### config.mk
export PLATFORM = sky130hd
export DESIGN_NAME = mss_sequencer
export DESIGN_NICKNAME = d
export VERILOG_FILES = /design/src/include/mss_pkg.sv /design/src/rtl/mss_sequencer.sv
export VERILOG_INCLUDE_DIRS = /design/src /design/src/include
export SDC_FILE = /design/constraint.sdc
export NUM_CORES = 1
export LEC_CHECK = 0
export BUFFER_PORTS_ARGS = -buffer_cell sky130_fd_sc_hd__buf_4
export CORE_AREA = 4 4 241 243
export CTS_CLUSTER_SIZE = 16
export DETAILED_ROUTE_END_ITERATION = 8
export DIE_AREA = 0 0 245 247
export SKIP_CTS_REPAIR_TIMING = 1
export SLEW_MARGIN = 10
export SYNTH_ARGS = -nofsm -noshare
export SYNTH_HDL_FRONTEND = slang
export SYNTH_SLANG_ARGS = --single-unit
### constraint.sdc
create_clock -name clk -period 6.3 [get_ports clk]
set_input_delay 1.26 -clock clk [delete_from_list [all_inputs] [get_ports clk]]
set_output_delay 1.26 -clock clk [all_outputs]
set_load 0.005 [all_outputs]
### src/include/mss_defines.svh
`ifndef MSS_DEFINES_SVH
`define MSS_DEFINES_SVH

// Segment table
`define MSS_SEG_N       15
`define MSS_SEG_FIRST   4'h1
`define MSS_SEG_LAST    4'hF
`define MSS_SEG_RST     4'h1

// Time base: one second of the system clock
`define MSS_SEC_NS      1000000000
`define MSS_CLK_NS      8
`define MSS_SEC_CYC     (`MSS_SEC_NS / `MSS_CLK_NS)

// Sequence mode codes
`define MSS_MODE_ONCE   3'h0
`define MSS_MODE_ONCE_P 3'h1
`define MSS_MODE_CYC    3'h2
`define MSS_MODE_CYC_P  3'h3
`define MSS_MODE_HOLD   3'h4

// Reset values
`define MSS_SEC_RST     16'h0000
`define MSS_PRE_RST     27'h0000000
`define MSS_FREQ_RST    16'h0000

`endif

### src/include/mss_pkg.sv
package mss_pkg;

  typedef enum logic [1:0] {
    ST_IDLE,
    ST_RUN,
    ST_PAUSE,
    ST_HOLD
  } mss_state_e;

  typedef enum logic [2:0] {
    SRC_INCH,
    SRC_EXT,
    SRC_INT,
    SRC_PID,
    SRC_TRI,
    SRC_WIND,
    SRC_PRESET
  } mss_src_e;

endpackage : mss_pkg

### src/rtl/mss_sequencer.sv
`timescale 1ns/100ps
`default_nettype none
`include "mss_defines.svh"

// How it works
// - No memory: stop restarts from segment one
// - Memory set: stop keeps position, start resumes; stop from hold still restarts from segment one
// - Power loss clears all retained state
// - Enable runs program, else preset source
// - Fixed source priority, inching highest
// - Modes: once, pausing once, cyclic, pausing cyclic
// - Mode four holds final segment frequency
// - Mode ignored while sequencer disabled
// - Pausing modes stop between segments
// - Fifteen segment frequencies, 0.01 steps
// - External code selects stored segment frequency
// - Fifteen durations, each segment its own
// - Segment n pairs frequency n, duration n
// - Direction word fixes each segment's rotation
// - Bit n: segment n, 1 reverse
// - Direction bits used only when enabled
module mss_sequencer #(
  parameter int unsigned SEC_CYCLES = `MSS_SEC_CYC
) (
  input  wire logic                 clk,
  input  wire logic                 rst,
  input  wire logic                 resume_memory_select,
  input  wire logic                 sequencer_enable,
  input  wire logic [2:0]           sequence_mode,
  input  wire logic [15:1][15:0]    segment_freq,
  input  wire logic [15:1][15:0]    segment_time,
  input  wire logic [15:0]          segment_direction_bits,
  input  wire logic [15:0]          preset_freq,
  input  wire logic                 pid_active,
  input  wire logic [15:0]          pid_freq,
  input  wire logic                 tri_active,
  input  wire logic [15:0]          tri_freq,
  input  wire logic                 wind_active,
  input  wire logic [15:0]          wind_freq,
  input  wire logic [15:0]          inching_freq,
  input  wire logic                 motor_stopped,
  input  wire logic                 run_pin,
  input  wire logic                 stop_pin,
  input  wire logic                 seq_start_pin,
  input  wire logic                 fault_pin,
  input  wire logic                 inching_pin,
  input  wire logic [3:0]           ext_speed_code,
  output logic [15:0]               freq_out,
  output logic                      dir_reverse,
  output mss_pkg::mss_src_e         source_sel,
  output logic [3:0]                seg_index,
  output logic                      seq_running
);

  // Pin synchroniser
  logic [8:0] pin_s1_ff;
  logic [8:0] pin_s2_ff;
  logic       run_prev_ff;
  logic       start_prev_ff;

  always_ff @(posedge clk or posedge rst) begin
    if (rst) begin
      pin_s1_ff     <= 9'h000;
      pin_s2_ff     <= 9'h000;
      run_prev_ff   <= 1'b0;
      start_prev_ff <= 1'b0;
    end else begin
      pin_s1_ff     <= {run_pin, stop_pin, seq_start_pin, fault_pin,
                        inching_pin, ext_speed_code};
      pin_s2_ff     <= pin_s1_ff;
      run_prev_ff   <= pin_s2_ff[8];
      start_prev_ff <= pin_s2_ff[6];
    end
  end

  logic       stop_ev;
  logic       start_ev;
  logic       inch_s;
  logic [3:0] code_s;
  assign inch_s   = pin_s2_ff[4];
  assign code_s   = pin_s2_ff[3:0];
  assign stop_ev  = pin_s2_ff[7] | pin_s2_ff[5];
  assign start_ev = ((pin_s2_ff[8] & ~run_prev_ff) |
                     (pin_s2_ff[6] & ~start_prev_ff)) & ~stop_ev;

  // Sequence state
  mss_pkg::mss_state_e state_ff, nxt_state;
  logic [3:0]  seg_ff, nxt_seg;
  logic [15:0] sec_ff, nxt_sec;
  logic [26:0] pre_ff, nxt_pre;
  logic        run_ff, nxt_run;

  logic        tick;
  logic        seg_end;
  logic        last_seg;
  logic        mode_pause;
  logic        mode_cyc;
  logic        mode_hold;

  assign tick     = (pre_ff == 27'(SEC_CYCLES - 1));
  assign seg_end  = (sec_ff >= segment_time[seg_ff]);
  assign last_seg = (seg_ff == `MSS_SEG_LAST);
  assign nxt_run  = (nxt_state != mss_pkg::ST_IDLE);

  // Illegal codes above four behave as a single pass
  always_comb begin
    mode_pause = 1'b0;
    mode_cyc   = 1'b0;
    mode_hold  = 1'b0;
    unique case (sequence_mode)
      `MSS_MODE_ONCE_P: mode_pause = 1'b1;
      `MSS_MODE_CYC:    mode_cyc   = 1'b1;
      `MSS_MODE_CYC_P: begin
        mode_cyc   = 1'b1;
        mode_pause = 1'b1;
      end
      `MSS_MODE_HOLD:   mode_hold  = 1'b1;
      default: begin
      end
    endcase
  end

  always_comb begin
    nxt_state = state_ff;
    nxt_seg   = seg_ff;
    nxt_sec   = sec_ff;
    nxt_pre   = pre_ff;
    if (!sequencer_enable) begin
      nxt_state = mss_pkg::ST_IDLE;
      nxt_seg   = `MSS_SEG_RST;
      nxt_sec   = `MSS_SEC_RST;
      nxt_pre   = `MSS_PRE_RST;
    end else begin
      unique case (state_ff)
        mss_pkg::ST_IDLE: begin
          if (start_ev) begin
            nxt_state = mss_pkg::ST_RUN;
            nxt_pre   = `MSS_PRE_RST;
          end
        end
        mss_pkg::ST_RUN: begin
          if (stop_ev) begin
            nxt_state = mss_pkg::ST_IDLE;
            if (!resume_memory_select) begin
              nxt_seg = `MSS_SEG_RST;
              nxt_sec = `MSS_SEC_RST;
            end
          end else if (seg_end) begin
            nxt_sec = `MSS_SEC_RST;
            nxt_pre = `MSS_PRE_RST;
            if (!last_seg) begin
              nxt_seg = seg_ff + 4'h1;
              if (mode_pause) begin
                nxt_state = mss_pkg::ST_PAUSE;
              end
            end else if (mode_cyc) begin
              nxt_seg = `MSS_SEG_FIRST;
              if (mode_pause) begin
                nxt_state = mss_pkg::ST_PAUSE;
              end
            end else if (mode_hold) begin
              nxt_state = mss_pkg::ST_HOLD;
            end else begin
              nxt_state = mss_pkg::ST_IDLE;
              nxt_seg   = `MSS_SEG_RST;
            end
          end else if (tick) begin
            nxt_pre = `MSS_PRE_RST;
            nxt_sec = sec_ff + 16'h0001;
          end else begin
            nxt_pre = pre_ff + 27'h0000001;
          end
        end
        mss_pkg::ST_PAUSE: begin
          if (stop_ev) begin
            nxt_state = mss_pkg::ST_IDLE;
            if (!resume_memory_select) begin
              nxt_seg = `MSS_SEG_RST;
            end
          end else if (motor_stopped) begin
            nxt_state = mss_pkg::ST_RUN;
          end
        end
        mss_pkg::ST_HOLD: begin
          // Pass is complete, nothing left to resume
          if (stop_ev) begin
            nxt_state = mss_pkg::ST_IDLE;
            nxt_seg   = `MSS_SEG_RST;
          end
        end
      endcase
    end
  end

  // Power-on reset leaves no retained position
  always_ff @(posedge clk or posedge rst) begin
    if (rst) begin
      state_ff <= mss_pkg::ST_IDLE;
      seg_ff   <= `MSS_SEG_RST;
      sec_ff   <= `MSS_SEC_RST;
      pre_ff   <= `MSS_PRE_RST;
      run_ff   <= 1'b0;
    end else begin
      state_ff <= nxt_state;
      seg_ff   <= nxt_seg;
      sec_ff   <= nxt_sec;
      pre_ff   <= nxt_pre;
      run_ff   <= nxt_run;
    end
  end

  // Frequency source arbitration
  logic              seq_act;
  logic [15:0]       nxt_freq;
  logic              nxt_dir;
  mss_pkg::mss_src_e nxt_src;
  logic [15:0]       freq_ff;
  logic              dir_ff;
  mss_pkg::mss_src_e src_ff;

  assign seq_act = (state_ff != mss_pkg::ST_IDLE);

  always_comb begin
    nxt_src  = mss_pkg::SRC_PRESET;
    nxt_freq = preset_freq;
    nxt_dir  = 1'b0;
    if (sequencer_enable) begin
      nxt_dir = segment_direction_bits[0];
      if (inch_s) begin
        nxt_src  = mss_pkg::SRC_INCH;
        nxt_freq = inching_freq;
      end else if (code_s != 4'h0) begin
        nxt_src  = mss_pkg::SRC_EXT;
        nxt_freq = segment_freq[code_s];
        nxt_dir  = segment_direction_bits[code_s];
      end else if (seq_act) begin
        nxt_src  = mss_pkg::SRC_INT;
        nxt_freq = (state_ff == mss_pkg::ST_PAUSE) ? `MSS_FREQ_RST
                                                    : segment_freq[seg_ff];
        nxt_dir  = segment_direction_bits[seg_ff];
      end else if (pid_active) begin
        nxt_src  = mss_pkg::SRC_PID;
        nxt_freq = pid_freq;
      end else if (tri_active) begin
        nxt_src  = mss_pkg::SRC_TRI;
        nxt_freq = tri_freq;
      end else if (wind_active) begin
        nxt_src  = mss_pkg::SRC_WIND;
        nxt_freq = wind_freq;
      end
    end
  end

  always_ff @(posedge clk or posedge rst) begin
    if (rst) begin
      freq_ff <= `MSS_FREQ_RST;
      dir_ff  <= 1'b0;
      src_ff  <= mss_pkg::SRC_PRESET;
    end else begin
      freq_ff <= nxt_freq;
      dir_ff  <= nxt_dir;
      src_ff  <= nxt_src;
    end
  end

  assign freq_out    = freq_ff;
  assign dir_reverse = dir_ff;
  assign source_sel  = src_ff;
  assign seg_index   = seg_ff;
  assign seq_running = run_ff;
endmodule : mss_sequencer
`default_nettype wire

==> impl_metrics.py <==
metrics = {
    "status": {
        "status": "finished, final reports clean",
    },
    "yosys": {
        "synth_area_leader_cell": "mux4_2",
        "synth_cells": 1161,
        "synth-main-ff-cell": "dfrtp_1",
        "synth.avg_cell_area_um2": 9.96,
        "ys_warn_count": 0,
        "synth-seq-cells": 90,
        "yosys-top-cells-area": "mux4_2 29%, dfrtp_1 19%, mux2i_1 9.7%",
        "synth_top_area_share_pct": 29.0,
        "synthArstFlopShare_pct": 100,
        "yosysSeqAreaShare_pct": 19.5,
        "synthesis.area_um2": 11600,
        "syn_nets": 1776,
        "synth_edf_count": 0,
        "synth_cell_types": 61,
    },
    "floorplan": {
        "core_area_um2": 56000,
        "die_w_um": 245,
        "io_pins": 621,
        "die_y_um": 247,
        "placementRows": 87,
        "dieArea_um2": 60500,
        "initial_core_util_pct": 20.7,
    },
    "power": {
        "comb_power_share_pct": 39.1,
        "p_sw_w": 0.000563,
        "vdd_ir_drop_max_mv": 0.0919,
        "p_int_w": 0.00133,
        "netSwitchingFraction_pct": 29.7,
        "p_leak_nw": 7.60,
        "seqPwrFrac_pct": 32.8,
        "clkPwrFrac_pct": 28.1,
        "power_density_nw_per_um2": 110,
    },
    "route": {
        "wirelength_um": 63700,
        "via_count": 12900,
        "dr.pass1.iters": 5,
        "postRouteAntennaNets": 0,
        "viasPerCell": 5.23,
        "routedWlPerCell_um": 25.8,
        "drc_errors": 0,
        "drt-initial-drc-count": 745,
    },
    "sta": {
        "max_freq_ghz": 0.195,
        "finClkSkew_ns": 0.00986,
        "grt_setup_unrepaired": "no",
        "tightest_slew_ns": 1.13,
        "setup-tns-final_ns": 0,
        "hold_viol": 0,
        "drv_slew": 0,
        "setup_viol_count_final": 0,
        "min_period_ns": 5.14,
        "finalCritPeriodShare_pct": 81.6,
        "hold_ws_ns": 0.348,
        "slew-limit-headroom_pct": 22.5,
    },
    "clock_tree": {
        "cts.sinks": 90,
        "htreeDepth": 3,
        "cts_tree": "yes",
        "clk_latency_ns": 0.36,
        "cts_made_buffers": 9,
        "clk_pin_slew_ns": 0.07,
        "clock_path_buffers": 2,
        "root_buffer": "clkbuf_16",
    },
    "placed_design": {
        "gp_congestion": 0.922,
        "portBuffers": 620,
        "hpwl_um": 52800,
    },
    "global_route": {
        "grt_usage_pct": 20.0,
        "antenna_found_initial": 16,
        "grt_overflow_total": 0,
        "grt_first_pass_wirelength_um": 90200,
        "grt_pass1_vias": 13300,
        "grt_start_max_net_pins": 68,
    },
    "setup_path": {
        "required_ns": 6.59,
        "critPathSlowestCell": "dfstp_4",
        "cpPeakStageDelay_ns": 1.05,
        "crit_path_start_kind": "flop",
        "endpoint_kind": "flop",
        "cp_cell_sequence": "buf_4, mux4_2, mux4_2, inv_1, ha_1, a2111oi_0, o32a_1, nand3_1, nor3_1, mux2_2",
        "cp_max_fo": 35,
        "path_class": "reg2reg",
        "rrSetupSlack_ns": 1.16,
        "cp_common_cell": "mux4_2",
        "worstPathArrival_ns": 5.43,
    },
    "final_layout": {
        "nets": 2315,
        "area_growth_pct": 48.9,
        "final_common_cell": "buf_4",
        "layout-drive-gt1-share_pct": 51.1,
        "final_cell_mix": "641 x buf_4, 149 x mux4_2, 113 x a21oi_1, 112 x mux2i_1, 81 x dfrtp_1",
        "fill_cells": 5843,
    },
    "job": {
        "maxCapViolCount": 0,
    },
    "hold_path": {
        "hold_class": "reg2reg",
    },
}
-- final timing paths --
check                                               from  depth (start not counted)                       end
worst max-delay path            seg_index[0]$_DFFE_PP1P_                         10     pre_ff[0]$_DFFE_PP0P_
worst min-delay path              pin_s1_ff[6]$_DFF_PP0_                          0    pin_s2_ff[6]$_DFF_PP0_
worst max register to register  seg_index[0]$_DFFE_PP1P_                         10     pre_ff[0]$_DFFE_PP0P_
worst min register to register    pin_s1_ff[6]$_DFF_PP0_                          0    pin_s2_ff[6]$_DFF_PP0_
max in group asynchronous                            rst                          3  seg_index[1]$_DFFE_PP0P_
min in group asynchronous                            rst                          2     freq_out[9]$_DFF_PP0_
-- critical path, delay by kind of cell, from the launching register on --
family	cells	cell delay [ns]
AO/OA/AOI/OAI	2	0.80
AND/OR/NAND/NOR	2	1.16
buffers and inverters	2	0.51
adder cells (fa/ha/maj)	1	0.26
multiplexers	3	1.27
flip-flops	1	1.05
-- logic make-up after synthesis --
| group | after synthesis | share of synthesized area [%] |
|---|---|---|
| AO/OA/AOI/OAI | 313 | 17.6 |
| multiplexers | 305 | 43.0 |
| AND/OR/NAND/NOR | 273 | 11.8 |
| buffers and inverters | 146 | 4.95 |
| flip-flops | 90 | 19.5 |
| adder cells (fa/ha/maj) | 19 | 2.05 |
| XOR/XNOR | 15 | 1.14 |
-- Yosys cell counts (3+ instances only) --
cell type / count
nand2_1: 66
clkbuf_1: 73
a21oi_1: 113
mux4_2: 149
dfrtp_1: 87
a22oi_1: 26
buf_2: 20
a2bb2oi_1: 6
xnor2_1: 4
inv_1: 31
o21ai_0: 52
buf_1: 21
o311a_1: 18
nor4_1: 5
o31ai_1: 9
nand4_1: 13
mux2_2: 44
or2_2: 8
a2111oi_0: 3
nand2b_1: 16
a22o_1: 6
o22ai_1: 22
or4_1: 5
o211ai_1: 5
o311ai_0: 7
or3_1: 8
mux2i_1: 112
xor2_1: 11
and2_1: 5
nor2_1: 67
a221o_1: 16
nor3_1: 18
nand3_1: 29
dfstp_2: 3
a31oi_1: 8
and3_1: 11
ha_1: 19
o2bb2ai_1: 7
nor2b_1: 9
-- area by class of cell --
cell class	count	area, um2	area share [%]
Multi-Input combinational cell	925	8740	50.7
Timing Repair Buffer	642	4830	28.1
Sequential cell	90	2280	13.2
Tap cell	756	946	5.49
Clock buffer	12	256	1.49
Inverter	32	123	0.712
Clock inverter	4	32.5	0.189
Antenna cell	6	15.0	0.0872
-- registers in the layout, indices dropped and copies added, names as in the netlist --
| name | count |
|---|---|
| freq_out | 16 |
| source_sel | 3 |
| seq_running | 1 |
| run_prev_ff | 1 |
| pin_s2_ff | 9 |
| seg_index | 4 |
| pin_s1_ff | 9 |
| state_ff | 2 |
| dir_reverse | 1 |
| sec_ff | 16 |
| pre_ff | 27 |
| start_prev_ff | 1 |
-- through the flow --
step | power, W | util [%] | worst slack, ns | area [um2] | instances
6_report | 0.00190 | 30.8 | 1.16 | 17200 | 2467
3_5_place_dp | 0.00137 | 30.2 | 1.13 | 16900 | 2445
4_1_cts | 0.00191 | 30.8 | 1.18 | 17200 | 2461
2_1_floorplan | 0.000919 | - | 1.68 | 11600 | 1161
5_1_grt | 0.00199 | 30.8 | 0.805 | 17200 | 2465
3_3_place_gp | 0.00136 | 30.2 | 1.23 | 16900 | 2445
-- layer usage --
layer	wire length (um)	share of wire [%]	vias up	track usage, %
met4	1280	2.0	8	4.56
met5	68	0.11	-	0
met1	28000	44	6522	27.5
met2	29900	47	575	32.1
met3	4480	7.0	78	4.73
li1	-	-	5722	-
-- power by group through the flow --
stage          clock network (W)  logic, W  registers, W
2_1_floorplan                  0  0.000303      0.000616
3_3_place_gp                   0  0.000728      0.000634
3_5_place_dp                   0  0.000739      0.000633
4_1_cts                 0.000548  0.000741      0.000623
5_1_grt                 0.000572  0.000793      0.000625
6_report                0.000533  0.000742      0.000622
(Power assumes the default switching activity.)
